==> src/hdl/sct_pkg.sv <==
// constants, register map and types of the slow clock system timer
// assumes a 32-bit ahb-lite register bus and a slow clock pin near 32768 Hz
package sct_pkg;

  // ----------------------------------------
  // clock figures
  // ----------------------------------------
  localparam int SLOW_CLOCK_HZ = 32768;            // nominal slow clock rate
  localparam int MASTER_CLOCK_HZ = 100000000;      // i_clk rate
  localparam int GUARD_DIV = 128;                  // watchdog prescale ratio
  localparam int GUARD_DIV_W = $clog2(GUARD_DIV);  // prescaler width

  // ----------------------------------------
  // register byte offsets (low address byte)
  // ----------------------------------------
  localparam logic [7:0] OFS_TIMER_CONTROL = 8'h00;
  localparam logic [7:0] OFS_INTERVAL_MODE = 8'h04;
  localparam logic [7:0] OFS_WATCHDOG_MODE = 8'h08;
  localparam logic [7:0] OFS_SECONDS_MODE = 8'h0c;
  localparam logic [7:0] OFS_TIMER_STATUS = 8'h10;
  localparam logic [7:0] OFS_IRQ_ENABLE = 8'h14;
  localparam logic [7:0] OFS_IRQ_DISABLE = 8'h18;
  localparam logic [7:0] OFS_IRQ_MASK = 8'h1c;
  localparam logic [7:0] OFS_SECONDS_ALARM = 8'h20;
  localparam logic [7:0] OFS_SECONDS_CURRENT = 8'h24;

  // ----------------------------------------
  // field positions and widths
  // ----------------------------------------
  localparam int GUARD_RESTART_BIT = 0;       // in timer_control
  localparam int RESET_ENABLE_BIT = 16;       // in watchdog_mode
  localparam int EXTERNAL_SIGNAL_ENABLE_BIT = 17;
  localparam int INTERVAL_W = 16;
  localparam int GUARD_W = 16;
  localparam int WD_MODE_W = 18;
  localparam int PRES_W = 16;
  localparam int SECONDS_W = 20;
  localparam int FLAG_W = 4;
  localparam int FLAG_INTERVAL = 0;           // interval_elapsed_flag
  localparam int FLAG_GUARD = 1;              // guard_overflow_flag
  localparam int FLAG_TICK = 2;               // seconds_tick_flag
  localparam int FLAG_ALARM = 3;              // alarm_match_flag

  // ----------------------------------------
  // reset values
  // ----------------------------------------
  localparam logic [INTERVAL_W-1:0] INTERVAL_RST = 16'h0000;
  localparam logic [WD_MODE_W-1:0] WD_MODE_RST = 18'h20000;
  localparam logic [PRES_W-1:0] PRES_RST = 16'h8000;
  localparam logic [SECONDS_W-1:0] ALARM_RST = 20'h00000;
  localparam logic [3:0] GUARD_PULSE_SLOW = 4'h8;  // low time of overflow pin

  // ----------------------------------------
  // bus slave phases
  // ----------------------------------------
  typedef enum logic [1:0] {BUS_IDLE, BUS_READ_WAIT, BUS_READ, BUS_WRITE} sct_bus_e;

endpackage

==> src/hdl/sct_slow_edge.sv <==
// slow clock pin synchroniser with a rising edge pulse out
// assumes the pin is asynchronous to i_clk and much slower than it
`timescale 1ns/10ps
module sct_slow_edge (
  // clock and reset
  input wire logic i_clk,
  input wire logic i_rst,
  // slow clock pin
  input wire logic i_pin,
  // one i_clk cycle per slow rising edge
  output logic o_rise
);
  import sct_pkg::*;

  // ----------------------------------------
  // state
  // ----------------------------------------
  typedef struct packed {
    logic meta;  // first stage, read only by second
    logic sync;  // second stage
    logic prev;  // delayed copy for edge detection
  } sct_edge_s;

  sct_edge_s state_reg;
  sct_edge_s state_next;

  // shift the pin through the stages
  always_comb begin
    state_next = state_reg;
    state_next.meta = i_pin;
    state_next.sync = state_reg.meta;
    state_next.prev = state_reg.sync;
  end

  // register the state
  always_ff @(posedge i_clk or posedge i_rst) begin
    if (i_rst) begin
      state_reg <= '0;
    end else begin
      state_reg <= state_next;
    end
  end

  // edge pulse from synchronised stages only
  assign o_rise = state_reg.sync & ~state_reg.prev;

endmodule

==> src/hdl/sct_down_counter.sv <==
// reloading down counter: a load value of 0 means 2**W ticks
// assumes i_tick is a one-cycle pulse on the same clock
`timescale 1ns/10ps
module sct_down_counter #(
  parameter int W = 16,
  parameter logic [W-1:0] RST_VALUE = '0
) (
  // clock and reset
  input wire logic i_clk,
  input wire logic i_rst,
  // control
  input wire logic i_tick,
  input wire logic i_load,
  input wire logic [W-1:0] i_reload,
  input wire logic [W-1:0] i_load_value,
  // status
  output logic [W-1:0] o_count,
  output logic o_zero
);
  import sct_pkg::*;

  // ----------------------------------------
  // state
  // ----------------------------------------
  typedef struct packed {
    logic [W-1:0] count;  // ticks left before the zero event
  } sct_cnt_s;

  sct_cnt_s state_reg;
  sct_cnt_s state_next;
  localparam logic [W-1:0] ONE = {{(W-1){1'b0}}, 1'b1};

  // zero event on the last tick, unless a load takes over
  assign o_zero = i_tick & ~i_load & (state_reg.count == ONE);

  // load wins, then reload at zero, else count down
  always_comb begin
    state_next = state_reg;
    if (i_load) begin
      state_next.count = i_load_value;
    end else if (o_zero) begin
      state_next.count = i_reload;
    end else if (i_tick) begin
      state_next.count = state_reg.count - ONE;
    end
  end

  // register the state
  always_ff @(posedge i_clk or posedge i_rst) begin
    if (i_rst) begin
      state_reg <= RST_VALUE;
    end else begin
      state_reg <= state_next;
    end
  end

  assign o_count = state_reg.count;

endmodule

==> src/hdl/sct_system_timer.sv <==
// system timer: interval tick, watchdog and seconds counter on the slow clock
// assumes an ahb-lite master on i_clk and a slow clock pin asynchronous to it
//
// Operation
// - runs on slow clock, power settings ignored
// - 16-bit interval counter, zero means maximum
// - interval zero sets flag, may interrupt
// - interval counter reloads itself at zero
// - interval mode write reloads, restarts counter
// - 16-bit watchdog, mode resets to maximum
// - watchdog counts slow clock over 128
// - control write with restart bit set reloads watchdog and prescaler
// - watchdog overflow sets its status flag
// - overflow pin low eight slow cycles
// - overflow with reset enable requests reset
// - watchdog reloads and restarts after overflow
// - watchdog mode write does not reload
// - 20-bit seconds counter, prescaler resets 0x8000
// - seconds counter wraps after 1048576 states
// - alarm compare sets flag, zero means maximum
// - each seconds increment sets tick flag
// - seconds mode write restarts prescaler, clears counter
// - status flags clear when status is read
// - enable sets, disable clears mask bits
// - watchdog mode holds value, reset, external enables
`timescale 1ns/10ps
module sct_system_timer (
  // clock and reset
  input wire logic i_clk,
  input wire logic i_rst,
  // slow clock pin
  input wire logic i_slow_clock,
  // ahb-lite slave
  input wire logic i_hsel,
  input wire logic [31:0] i_haddr,
  input wire logic [1:0] i_htrans,
  input wire logic i_hwrite,
  input wire logic [2:0] i_hsize,
  input wire logic i_hready,
  input wire logic [31:0] i_hwdata,
  output logic [31:0] o_hrdata,
  output logic o_hreadyout,
  output logic o_hresp,
  // system outputs
  output logic o_irq,
  output logic o_guard_overflow_out_n,
  output logic o_reset_request
);
  import sct_pkg::*;

  // ----------------------------------------
  // state
  // ----------------------------------------
  typedef struct packed {
    sct_bus_e bus;                          // bus slave phase
    logic [7:0] addr;                       // latched low address byte
    logic [31:0] rdata;                     // read data for the bus
    logic [INTERVAL_W-1:0] interval_mode;   // interval value
    logic [WD_MODE_W-1:0] watchdog_mode;    // enables and reload value
    logic [PRES_W-1:0] seconds_mode;        // seconds_prescaler
    logic [SECONDS_W-1:0] seconds_alarm;    // alarm value
    logic [SECONDS_W-1:0] seconds_current;  // seconds count
    logic [FLAG_W-1:0] status;              // sticky event flags
    logic [FLAG_W-1:0] mask;                // interrupt mask
    logic [3:0] pulse_left;                 // slow cycles of low pin left
    logic guard_out_n;                      // overflow pin, active low
    logic reset_request;                    // internal reset pulse
  } sct_state_s;

  sct_state_s state_reg;
  sct_state_s state_next;

  // ----------------------------------------
  // decode of the write data phase
  // ----------------------------------------
  logic slow_tick;       // one cycle per slow clock rising edge
  logic wr_phase;        // write data phase this cycle
  logic wr_control;      // timer_control written
  logic wr_interval;     // interval_mode written
  logic wr_watchdog;     // watchdog_mode written
  logic wr_seconds;      // seconds_mode written
  logic guard_restart;   // restart bit written as one
  logic interval_zero;   // interval counter reached zero
  logic pres_zero;       // watchdog prescaler wrapped
  logic guard_zero;      // watchdog overflow
  logic seconds_zero;    // seconds prescaler period done
  logic alarm_hit;       // increment lands on the alarm value
  logic accept;          // new address phase taken
  logic [SECONDS_W-1:0] seconds_inc;          // count plus one, wraps
  logic [INTERVAL_W-1:0] interval_count;      // interval counter value
  logic [GUARD_W-1:0] guard_count;            // watchdog counter value
  logic [GUARD_DIV_W-1:0] pres_count;         // watchdog prescaler value

  assign wr_phase = (state_reg.bus == BUS_WRITE);
  assign wr_control = wr_phase & (state_reg.addr == OFS_TIMER_CONTROL);
  assign wr_interval = wr_phase & (state_reg.addr == OFS_INTERVAL_MODE);
  assign wr_watchdog = wr_phase & (state_reg.addr == OFS_WATCHDOG_MODE);
  assign wr_seconds = wr_phase & (state_reg.addr == OFS_SECONDS_MODE);
  assign guard_restart = wr_control & i_hwdata[GUARD_RESTART_BIT];
  assign accept = i_hsel & i_htrans[1] & i_hready;
  assign seconds_inc = state_reg.seconds_current + {{(SECONDS_W-1){1'b0}}, 1'b1};
  assign alarm_hit = seconds_zero & (seconds_inc == state_reg.seconds_alarm);

  // ----------------------------------------
  // slow clock and counters
  // ----------------------------------------
  // only the slow clock paces the timers; no power input exists
  sct_slow_edge u_slow_edge (
    .i_clk(i_clk),
    .i_rst(i_rst),
    .i_pin(i_slow_clock),
    .o_rise(slow_tick)
  );

  // interval counter, reloads itself and on mode writes
  sct_down_counter #(.W(INTERVAL_W), .RST_VALUE(INTERVAL_RST)) u_interval (
    .i_clk(i_clk),
    .i_rst(i_rst),
    .i_tick(slow_tick),
    .i_load(wr_interval),
    .i_reload(state_reg.interval_mode),
    .i_load_value(i_hwdata[INTERVAL_W-1:0]),
    .o_count(interval_count),
    .o_zero(interval_zero)
  );

  // divide by 128, restarted by the restart bit
  sct_down_counter #(.W(GUARD_DIV_W), .RST_VALUE('0)) u_guard_pres (
    .i_clk(i_clk),
    .i_rst(i_rst),
    .i_tick(slow_tick),
    .i_load(guard_restart),
    .i_reload('0),
    .i_load_value('0),
    .o_count(pres_count),
    .o_zero(pres_zero)
  );

  // watchdog counter, reloads from the stored mode value
  sct_down_counter #(.W(GUARD_W), .RST_VALUE(WD_MODE_RST[GUARD_W-1:0])) u_guard (
    .i_clk(i_clk),
    .i_rst(i_rst),
    .i_tick(pres_zero),
    .i_load(guard_restart),
    .i_reload(state_reg.watchdog_mode[GUARD_W-1:0]),
    .i_load_value(state_reg.watchdog_mode[GUARD_W-1:0]),
    .o_count(guard_count),
    .o_zero(guard_zero)
  );

  // seconds prescaler, restarted with the new value on mode writes
  sct_down_counter #(.W(PRES_W), .RST_VALUE(PRES_RST)) u_seconds_pres (
    .i_clk(i_clk),
    .i_rst(i_rst),
    .i_tick(slow_tick),
    .i_load(wr_seconds),
    .i_reload(state_reg.seconds_mode),
    .i_load_value(i_hwdata[PRES_W-1:0]),
    .o_count(),
    .o_zero(seconds_zero)
  );

  // ----------------------------------------
  // next state
  // ----------------------------------------
  always_comb begin
    state_next = state_reg;
    state_next.reset_request = guard_zero & state_reg.watchdog_mode[RESET_ENABLE_BIT];
    // seconds counter: cleared by mode write, else wraps on increment
    if (wr_seconds) begin
      state_next.seconds_current = '0;
    end else if (seconds_zero) begin
      state_next.seconds_current = seconds_inc;
    end
    // overflow pin: load eight slow cycles, count them off
    if (guard_zero & state_reg.watchdog_mode[EXTERNAL_SIGNAL_ENABLE_BIT]) begin
      state_next.pulse_left = GUARD_PULSE_SLOW;
    end else if (slow_tick & (state_reg.pulse_left != 4'h0)) begin
      state_next.pulse_left = state_reg.pulse_left - 4'h1;
    end
    state_next.guard_out_n = (state_next.pulse_left == 4'h0);
    // register writes in the data phase
    if (wr_phase) begin
      case (state_reg.addr)
        OFS_INTERVAL_MODE: begin
          state_next.interval_mode = i_hwdata[INTERVAL_W-1:0];
        end
        OFS_WATCHDOG_MODE: begin
          state_next.watchdog_mode = i_hwdata[WD_MODE_W-1:0];
        end
        OFS_SECONDS_MODE: begin
          state_next.seconds_mode = i_hwdata[PRES_W-1:0];
        end
        OFS_IRQ_ENABLE: begin
          state_next.mask = state_reg.mask | i_hwdata[FLAG_W-1:0];
        end
        OFS_IRQ_DISABLE: begin
          state_next.mask = state_reg.mask & ~i_hwdata[FLAG_W-1:0];
        end
        OFS_SECONDS_ALARM: begin
          state_next.seconds_alarm = i_hwdata[SECONDS_W-1:0];
        end
        default: begin
          // read-only, control or unmapped: nothing stored
        end
      endcase
    end
    // read: sample in the wait cycle, clear flags on status read
    if (state_reg.bus == BUS_READ_WAIT) begin
      case (state_reg.addr)
        OFS_INTERVAL_MODE: state_next.rdata = 32'(state_reg.interval_mode);
        OFS_WATCHDOG_MODE: state_next.rdata = 32'(state_reg.watchdog_mode);
        OFS_SECONDS_MODE: state_next.rdata = 32'(state_reg.seconds_mode);
        OFS_TIMER_STATUS: state_next.rdata = 32'(state_reg.status);
        OFS_IRQ_MASK: state_next.rdata = 32'(state_reg.mask);
        OFS_SECONDS_ALARM: state_next.rdata = 32'(state_reg.seconds_alarm);
        OFS_SECONDS_CURRENT: state_next.rdata = 32'(state_reg.seconds_current);
        default: state_next.rdata = 32'h00000000;
      endcase
      if (state_reg.addr == OFS_TIMER_STATUS) begin
        state_next.status = '0;
      end
    end
    // events set flags after any clear, so set wins
    state_next.status[FLAG_INTERVAL] = state_next.status[FLAG_INTERVAL] | interval_zero;
    state_next.status[FLAG_GUARD] = state_next.status[FLAG_GUARD] | guard_zero;
    state_next.status[FLAG_TICK] = state_next.status[FLAG_TICK] | seconds_zero;
    state_next.status[FLAG_ALARM] = state_next.status[FLAG_ALARM] | alarm_hit;
    // bus phase sequencing
    case (state_reg.bus)
      BUS_READ_WAIT: begin
        state_next.bus = BUS_READ;
      end
      BUS_IDLE, BUS_READ, BUS_WRITE: begin
        if (accept) begin
          state_next.addr = i_haddr[7:0];
          state_next.bus = i_hwrite ? BUS_WRITE : BUS_READ_WAIT;
        end else begin
          state_next.bus = BUS_IDLE;
        end
      end
      default: begin
        state_next.bus = BUS_IDLE;
      end
    endcase
  end

  // ----------------------------------------
  // state register
  // ----------------------------------------
  always_ff @(posedge i_clk or posedge i_rst) begin
    if (i_rst) begin
      state_reg.bus <= BUS_IDLE;
      state_reg.addr <= 8'h00;
      state_reg.rdata <= 32'h00000000;
      state_reg.interval_mode <= INTERVAL_RST;
      state_reg.watchdog_mode <= WD_MODE_RST;
      state_reg.seconds_mode <= PRES_RST;
      state_reg.seconds_alarm <= ALARM_RST;
      state_reg.seconds_current <= '0;
      state_reg.status <= '0;
      state_reg.mask <= '0;
      state_reg.pulse_left <= 4'h0;
      state_reg.guard_out_n <= 1'b1;
      state_reg.reset_request <= 1'b0;
    end else begin
      state_reg <= state_next;
    end
  end

  // ----------------------------------------
  // outputs
  // ----------------------------------------
  assign o_hrdata = state_reg.rdata;
  assign o_hreadyout = (state_reg.bus != BUS_READ_WAIT);
  assign o_hresp = 1'b0;
  assign o_irq = |(state_reg.status & state_reg.mask);
  assign o_guard_overflow_out_n = state_reg.guard_out_n;
  assign o_reset_request = state_reg.reset_request;
endmodule

==> config.mk <==
export PLATFORM = sky130hd
export DESIGN_NAME = sct_system_timer
export DESIGN_NICKNAME = d
export VERILOG_FILES = /design/src/hdl/sct_pkg.sv /design/src/hdl/sct_slow_edge.sv /design/src/hdl/sct_down_counter.sv /design/src/hdl/sct_system_timer.sv
export SDC_FILE = /design/constraint.sdc
export NUM_CORES = 1
export LEC_CHECK = 0
export ABC_AREA = 1
export BUFFER_PORTS_ARGS = -buffer_cell sky130_fd_sc_hd__clkbuf_2
export CORE_MARGIN = 5
export CORE_UTILIZATION = 60
export DETAILED_ROUTE_END_ITERATION = 8
export GPL_ROUTABILITY_DRIVEN = 1
export PLACE_DENSITY = 0.92
export RECOVER_POWER = 100
export SLEW_MARGIN = 25
export SYNTH_ARGS = -nofsm -noshare
export SYNTH_HDL_FRONTEND = slang
export SYNTH_SLANG_ARGS = --single-unit
==> constraint.sdc <==
create_clock -name i_clk -period 11.2 [get_ports i_clk]
set_input_delay 1.12 -clock i_clk [delete_from_list [all_inputs] [get_ports i_clk]]
set_output_delay 1.12 -clock i_clk [all_outputs]
set_load 0.05 [all_outputs]
### Yosys cells after proc, flatten, opt, wreduce, memory -nomap -nowiden

Index checks and enable logic that the tools add are counted.

* $add $sub $neg: 6
* eq/ne operators: 18
* mux-type cells: 23
* bitwise operators: 31
* reductions and logical operators: 18

Operators with widths (number)
* 16-bit two-way mux: 9
* 20-bit case mux with 7 select lines: 1
* 16-bit by 1-bit equality test with 1-bit output, second input constant: 3
* 16-bit by 1-bit subtractor with 16-bit output, second input constant: 3
* 20-bit two-way mux: 2
* 8-bit by 5-bit equality test with 1-bit output, second input constant: 4
* 7-bit two-way mux: 3
* 20-bit by 1-bit adder with 20-bit output, second input constant: 1
* 20-bit equality test: 1
* 1-bit AND: 19
* 8-bit by 4-bit equality test with 1-bit output, second input constant: 2
* 8-bit by 6-bit equality test with 1-bit output, second input constant: 2
* 4-bit two-way mux: 4
* 2-bit AND reduction: 6
* 3-bit nonzero test: 4
* 4-bit AND: 2
* 8-bit by 3-bit equality test with 1-bit output, second input constant: 1
* 8-bit zero test: 1
* 4-bit case mux with 2 select lines: 1
* 7-bit by 1-bit equality test with 1-bit output, second input constant: 1
* 7-bit by 1-bit subtractor with 7-bit output, second input constant: 1
* 2-bit equality test, second input constant: 2
* 4-bit zero test: 1
* 2-bit two-way mux: 2
* other kinds (13): 20

* register bits after elaboration: 204
* input port bits: 75
* output and inout bits: 37
* logic and storage cells: 116

### Logic depth before layout (Yosys ltp)

Gate-level depths: netlist (run 1).

* word-level depth: 11
* mapped depth: 15
* mapped depth without buffers: 15

### Cells and area by module

A second synthesis (run 1) with hierarchy kept.

* cell total of the unflattened synthesis: 1586
* area, all modules: 11845.1 um^2

By module, submodules not included
* sct_system_timer: times used 1, cells an instance 873, area an instance 6956.7 um^2, seq. area each 3357.0 um^2
* sct_down_counter at u_seconds_pres: times used 1, cells an instance 205, area an instance 1392.6 um^2, seq. area each 401.6 um^2
* sct_down_counter at u_interval: times used 1, cells an instance 205, area an instance 1391.3 um^2, seq. area each 400.4 um^2
* sct_down_counter at u_guard: times used 1, cells an instance 208, area an instance 1386.3 um^2, seq. area each 400.4 um^2
* sct_down_counter at u_guard_pres: times used 1, cells an instance 89, area an instance 629.4 um^2, seq. area each 175.2 um^2
* sct_slow_edge: times used 1, cells an instance 6, area an instance 88.8 um^2, seq. area each 75.1 um^2

### Worst setup path before layout (run 1)

OpenSTA, ideal clock, no wires.

* path type: register to output
* from: register state_reg[144] (netlist bit)
* to: output o_hreadyout
* arrival: 1363 ps
* data required time: 10080 ps
* path slack: 8717 ps
* stages on the path, launching flop included: 6
* buffers on the path: 2
* cell sequence: dfrtp_1 inv_1 nor2_1 clkbuf_1 inv_1 clkbuf_1

* word-level cells in the longest chain between the ends: 1

RTL lines
* start, declared: RTL line sct_system_timer.sv:70 `sct_state_s state_reg;`
* start signal, assigned: RTL line sct_system_timer.sv:267 `state_reg <= state_next;`
* 2-bit by 1-bit != test with 1-bit output: RTL line sct_system_timer.sv:275 `assign o_hreadyout = (state_reg.bus != BUS_READ_WAIT);`
* end, declared: RTL line sct_system_timer.sv:42 `output logic o_hreadyout,`

No other way between the ends.

### Worst setup path after layout (run 1)

* from: register state_reg[137] (netlist bit)
* to: register u_guard_pres.state_reg, in the netlist u_guard_pres.o_count[4]

* word-level cells in the longest chain between the ends: 8
* elaborated cells between the ends (all ways): 9
* classes of those cells: 2 x mux; 5 x bitwise; 2 x reduce/logical

RTL lines
* 8-bit zero test *: RTL line sct_system_timer.sv:95 `assign wr_control = wr_phase & (state_reg.addr == OFS_TIMER_CONTROL);`
* 1-bit AND *: RTL line sct_system_timer.sv:95
* 1-bit AND *: RTL line sct_system_timer.sv:99 `assign guard_restart = wr_control & i_hwdata[GUARD_RESTART_BIT];`
* 1-bit inverter: RTL line sct_down_counter.sv:34 `assign o_zero = i_tick & ~i_load & (state_reg.count == ONE);`
* 1-bit AND (2 in series): RTL line sct_down_counter.sv:34
* 7-bit two-way mux: RTL line sct_down_counter.sv:41 `end else if (o_zero) begin`
* 7-bit two-way mux: RTL line sct_down_counter.sv:39 `if (i_load) begin`
* end signal, assigned: RTL line sct_down_counter.sv:53 `state_reg <= state_next;`
* end, declared: RTL line sct_down_counter.sv:29 `sct_cnt_s state_reg;`

Mark *: on every way between the ends. The rest lies on a longest branch, timed or not.
A chain may end at the register's enable or synchronous reset.

==> results of run 1 <==
-- cells by family after synthesis --
family	Yosys count	share of synthesized area, %
xor+xnor	32	3.062
buf+inv	260	10.36
compound gates	238	13.40
mux	1	0.09142
other cells	1	0.03425
fa+ha+maj	10	1.143
flops	192	43.93
simple gates	708	27.97
-- worst reg2reg max path: cells and delay by family, from the launching register on --
family | cells | cell delay [ns]
AOI/OAI and AO/OA | 2 | 0.33
and+or+nand+nor | 6 | 3.18
buffers and inverters | 3 | 0.86
DFF | 1 | 0.38
-- per-layer routing --
| layer | routed length (µm) | share of wire, % | vias up | global-route usage, % |
|---|---|---|---|---|
| met5 | 0 | 0 | - | 0 |
| met4 | 1300 | 4.4 | 0 | 12.31 |
| met3 | 2874 | 9.7 | 93 | 5.862 |
| met2 | 13560 | 46 | 564 | 43.84 |
| met1 | 11850 | 40 | 4670 | 37.86 |
| li1 | - | - | 4710 | - |
-- layout by cell type, fill, tap and decap left out, types with 21 or more instances in the layout --
cell | synthesis | layout
xor2_1 | 23 | 23
nand4_1 | 21 | 21
nand3_1 | 100 | 102
nor2_1 | 119 | 123
inv_1 | 172 | 181
nand2_1 | 416 | 419
a21oi_1 | 22 | 22
dfrtp_1 | 188 | 188
clkbuf_2 | 0 | 34
o211ai_1 | 26 | 26
o21ai_0 | 105 | 113
clkbuf_1 | 24 | 25
o22ai_1 | 25 | 30
-- per-stage QoR --
step	cells	hold WS (ns)	area [µm²]
after floorplan	1454	0.3312	10990
after global placement	1676	0.3367	11190
final	1708	0.3545	11630
after detailed placement	1676	0.3403	11190
after global routing	1708	0.3817	11630
after CTS	1708	0.3566	11770
-- path summary, 6_finish.rpt --
path	cells past startpoint	to	slack, ns	from
max in group asynchronous	2	u_seconds_pres.o_count[8]	6.81	i_rst
worst max register to register	11	u_guard_pres.o_count[4]	6.40	state_reg[137]
worst min register to register	0	u_slow_edge.state_next[0]	0.35	u_slow_edge.state_next[1]
worst max-delay path	11	u_guard_pres.o_count[4]	6.40	state_reg[137]
min in group asynchronous	2	o_hrdata[1]	2.16	i_rst
worst min-delay path	0	u_slow_edge.state_next[0]	0.35	u_slow_edge.state_next[1]
-- power groups by stage --
stage | clock network, mW | logic (mW) | registers (mW)
2_1_floorplan | 0 | 0.682 | 0.906
3_3_place_gp | 0 | 0.788 | 0.923
3_5_place_dp | 0 | 0.814 | 0.928
4_1_cts | 0.609 | 0.826 | 0.918
5_1_grt | 0.645 | 0.931 | 0.936
6_report | 0.607 | 0.827 | 0.921
-- layout make-up --
type,instances,area share [%]
multi-input combinational,1002,42.55
sequential,192,41.36
inverter,192,6.220
clock buffer,19,3.895
tap,229,2.464
timing repair buffer,61,2.432
clock inverter,13,1.076
==> flow_summary.yaml, run 1 <==
critical_path:
  arrival_ns: 5.17
  cpMostUsedCell: "nand2_1"
  critPathLaunchType: "flop"
  critPathSlowestCell: "nand3_1"
  crit_family: "simple AND/OR/NAND/NOR gates"
  crit_path_end_kind: "flop"
  path_class: "reg2reg"
  path_cells: "inv_1 -> nand2_1 -> nor3_1 -> nand3_1 -> nand2_1 -> nor2_1 -> inv_1 -> nand2_1 -> clkinvlp_2 -> o21ai_0 -> a21oi_1"
  critical_path_required_ns: 11.57
  critPathMaxFanout: 19
  critPathMaxStageDelay_ns: 1.09
  critPathBufInv: 3
floorplanning:
  rows: 49
  die_w_um: 145.1
  start_util_pct: 60.95
  core_region_area_um2: 17960
  die_h_um: 145.1
  die_area_um2: 21050
  ioPinCount: 112
yosys:
  yosysTopAreaCell: "dfrtp_1"
  ys_seq_elements: 192
  synthesis.instances: 1442
  synth_cell_type_count: 48
  synth_area_leaders: "dfrtp_1 (43%), nand2_1 (14%), inv_1 (5.9%)"
  synth-edff-count: 0
  netlist_area_um2: 10950
  ys_seq_area_share_pct: 43.93
  yosysTopAreaCellShare_pct: 42.97
  ys.flop_type: "dfrtp_1"
  synthArstFlopShare_pct: 100.0
  yosysWarnings: 0
  synth_common_cells: "nand2_1 (416), dfrtp_1 (188), inv_1 (172), nor2_1 (119), o21ai_0 (105)"
  synth_most_common_cell: "nand2_1"
  syn_area_per_cell_um2: 7.593
timing:
  rsz0062_at_grt: "false"
  period_minus_slack_ns: 4.800
  final-setup-viol-count: 0
  finalCritPeriodShare_pct: 42.86
  fin_setup_tns_ns: 0
  maxSlewViolCount: 155
  relSlewSlack_pct: -233.1
  hold_viol: 0
  fmax_mhz: 208.3
  final.setup.worst_slack_ns: 6.400
  skew_ns: 0.01316
  tightest_slew_ns: 4.969
routing:
  wirelength_mm: 29.58
  drtPass1Iterations: 6
  drc: 0
  drt_iter0_markers: 1194
  wl_per_cell_um: 17.32
  vias: 10037
  ant_nets: 0
  viasPerCell: 5.876
power:
  p_sw_uw: 918.8
  finalPower_mw: 2.355
  combPwrFrac_pct: 35.1
  swShare_pct: 39.02
  p_clk_share_pct: 25.8
  power_density_nw_per_um2: 202.5
  p_leak_nw: 6.064
  p_int_mw: 1.436
  peakVddDrop_v: 0.0001433
  seqPwrFrac_pct: 39.1
global_route:
  grt_overflow: 0
  grt_usage_pct: 27.99
  grt_pass1_wl_mm: 48.45
  grt_pass1_vias: 9564
  antenna_found_initial: 0
  grt_max_degree: 114
finish:
  fill_cells: 1478
  drive_above_1_share_pct: 6.829
  ff_latch_area_um2: 4810
  syn_to_final_growth_pct: 6.194
  insertedDiodeCount: 0
  fin_nets: 1551
  largest_reg_flops: 108
  postLayoutCoreUtil_pct: 64.73
  multi_input_area_um2: 4947
clock_tree:
  clock-sinks: 192
  holdBufCountCts: 0
  numCtsBuffers: 17
  cts_root_buf: "clkbuf_16"
  clk_latency_ns: 0.45
  clk_pin_slew_ns: 0.07
  cts_tree: "done"
  cts_resized: 0
  h-tree-depth: 4
  cts_buffer_depth: 2
  postCtsSetupRepairBufs: 0
run:
  cap_violations: 2
status:
  outcome: "finished with violations"
  violations: "max-capacitance violations, max-slew violations"
placed_design:
  io_buffers: 58
  pre_cts_ws_ns: 8.113
  gp_congestion: 0.9431
  dp_hpwl_mm: 21.28
hold_path:
  hp-class: "reg2reg"
No activity file was read; power rests on OpenSTA's default activity.
==> run 2, diff against run 1 <==
ABC_AREA = 0   (was 1)
CORE_UTILIZATION = 54   (was 60)
PLACE_DENSITY = 0.88   (was 0.92)
clock period = 3.9 ns   (was 11.2 ns; I/O delays follow)
==> flow_summary.yaml, run 2 <==
critical_path:
  critPathBufInv: 1
  path_cells: "nor4_1 -> nand4_1 -> clkbuf_1 -> nor3_1 -> and4b_1 -> o2111ai_1 -> o21ai_0"
  crit_path_end_kind: "flop"
  arrival_ns: 3.78
  path_class: "reg2reg"
  critPathMaxStageDelay_ns: 0.84
  critPathMaxFanout: 25
  critPathLaunchType: "flop"
  crit_family: "simple AND/OR/NAND/NOR gates"
  critical_path_required_ns: 4.25
  critPathSlowestCell: "nor4_1"
clock_tree:
  postCtsSetupRepairBufs: 0
  holdBufCountCts: 0
  cts_buffer_depth: 2
  h-tree-depth: 4
  cts_tree: "done"
  clock-sinks: 192
  clk_latency_ns: 0.45
  cts_root_buf: "clkbuf_16"
  clk_pin_slew_ns: 0.08
  numCtsBuffers: 17
  cts_resized: 0
routing:
  wirelength_mm: 27.93
  wl_per_cell_um: 19.45
  drt_iter0_markers: 1165
  vias: 9139
  viasPerCell: 6.364
  drc: 0
  ant_nets: 0
  drtPass1Iterations: 9
timing:
  skew_ns: 0.01155
  maxSlewViolCount: 134
  tightest_slew_ns: 1.550
  relSlewSlack_pct: -3.314
  hold_viol: 0
  fmax_mhz: 291.5
  period_minus_slack_ns: 3.431
  final-setup-viol-count: 0
  fin_setup_tns_ns: 0
  rsz0062_at_grt: "false"
  finalCritPeriodShare_pct: 87.98
global_route:
  antenna_found_initial: 0
  grt_overflow: 0
  grt_pass1_wl_mm: 45.73
  grt_usage_pct: 25.80
  grt_pass1_vias: 8901
  grt_max_degree: 115
floorplanning:
  die_area_um2: 22510
  die_h_um: 150.0
  rows: 51
  ioPinCount: 112
  start_util_pct: 54.59
  die_w_um: 150.0
  core_region_area_um2: 19400
yosys:
  ys_seq_area_share_pct: 45.42
  netlist_area_um2: 10590
  syn_area_per_cell_um2: 9.177
  yosysTopAreaCell: "dfrtp_1"
  yosysWarnings: 0
  ys.flop_type: "dfrtp_1"
  synthesis.instances: 1154
  synthArstFlopShare_pct: 100.0
  synth-edff-count: 0
  ys_seq_elements: 192
  synth_common_cells: "dfrtp_1 (188), nand2_1 (157), nor2_1 (76), o21ai_0 (67), a21oi_1 (65)"
  synth_area_leaders: "dfrtp_1 (44%), nand2_1 (5.6%), mux2_2 (5.4%)"
  yosysTopAreaCellShare_pct: 44.42
  synth_cell_type_count: 67
  synth_most_common_cell: "dfrtp_1"
status:
  violations: "max-capacitance violations, max-slew violations"
  outcome: "finished with violations"
finish:
  layout_commonest_cell: "dfrtp_1"
  final_area_um2: 11380
  insertedDiodeCount: 0
  fill_cells: 1618
  drive_above_1_share_pct: 12.21
  fin_nets: 1243
  largest_reg_flops: 108
  final_cell_mix: "dfrtp_1 (188), nand2_1 (158), nor2_1 (76)"
  syn_to_final_growth_pct: 7.420
run:
  cap_violations: 2
hold_path:
  hp-class: "in2reg"
power:
  p_leak_nw: 4.826
  peakVddDrop_v: 0.0002672
  power_density_nw_per_um2: 468.6
placed_design:
  dp_hpwl_mm: 19.21
  gp_congestion: 0.9176
  place_area_um2: 10890
  io_buffers: 58
## run 2: changes by cell type after synthesis, sizes merged, moves of 27 or more
cell    before  now
clkbuf      24   54
xnor2        5   32
inv        191   36
nand3      103   25
nor2       127   77
nand2      423  158
o21ai      124   71
mux2         0   51
a21oi       22   65
## run 2: power breakdown
part | total [mW] | internal (mW) | leakage (nW) | switching (mW)
clock network | 1.77 | 0.920 | 0.275 | 0.846
logic | 1.06 | 0.436 | 2.25 | 0.626
registers | 2.50 | 2.23 | 2.30 | 0.273
total | 5.33 | 3.59 | 4.83 | 1.74
## run 2: cells by family after synthesis
group / Yosys count / synth area share (%)
AOI/OAI and AO/OA: 286 / 17.49
xor gates and xnor gates: 49 / 4.052
adders and majority gates: 10 / 1.181
buffers and inverters: 138 / 6.250
DFF: 192 / 45.42
muxes: 59 / 6.179
other: 1 / 0.03541
and+or+nand+nor: 419 / 19.40
## run 2: worst paths after layout
path                                                 from                   endpoint  slack (ns)  depth (start not counted)
worst max-delay path            u_seconds_pres.o_count[8]              state_reg[13]        0.47                          7
max in group asynchronous                           i_rst              state_reg[16]        1.52                          3
min in group asynchronous                           i_rst              state_reg[90]        0.19                          2
worst max register to register  u_seconds_pres.o_count[8]              state_reg[13]        0.47                          7
worst min-delay path                         i_slow_clock  u_slow_edge.state_next[1]        0.05                          1
worst min register to register  u_slow_edge.state_next[1]  u_slow_edge.state_next[0]        0.35                          0
## run 2: through the flow
stage | setup WS [ns] | total power [mW] | hold slack (ns) | cells | utilization (%)
finish | 0.4689 | 5.330 | 0.04784 | 1436 | 58.64
global placement | 0.9726 | 3.515 | 0.3344 | 1404 | 56.15
CTS | 0.8991 | 5.345 | 0.03339 | 1436 | 59.15
global route | 0.3455 | 5.611 | 0.05141 | 1436 | 58.64
detailed placement | 0.9207 | 3.584 | 0.3355 | 1404 | 56.15
floorplan | 1.037 | 3.312 | 0.3312 | 1166 | -
## run 2: cell type report
cell class	instances	area, µm²	share of cell area (%)
sequential	192	4810	42.28
multi-input combinational	836	5154	45.30
inverter	36	136.4	1.199
timing repair buffer	75	361.6	3.179
clock buffer	18	439.2	3.861
clock inverter	14	143.9	1.265
tap	265	331.6	2.915
## run 2: routing by layer
| metal | global-route usage (%) | wire length [µm] | up-vias |
|---|---|---|---|
| met2 | 40.57 | 12960 | 518 |
| met1 | 34.08 | 11040 | 4399 |
| met4 | 12.44 | 1118 | 2 |
| met3 | 5.482 | 2802 | 94 |
| li1 | - | - | 4126 |
| met5 | 0 | 20 | - |
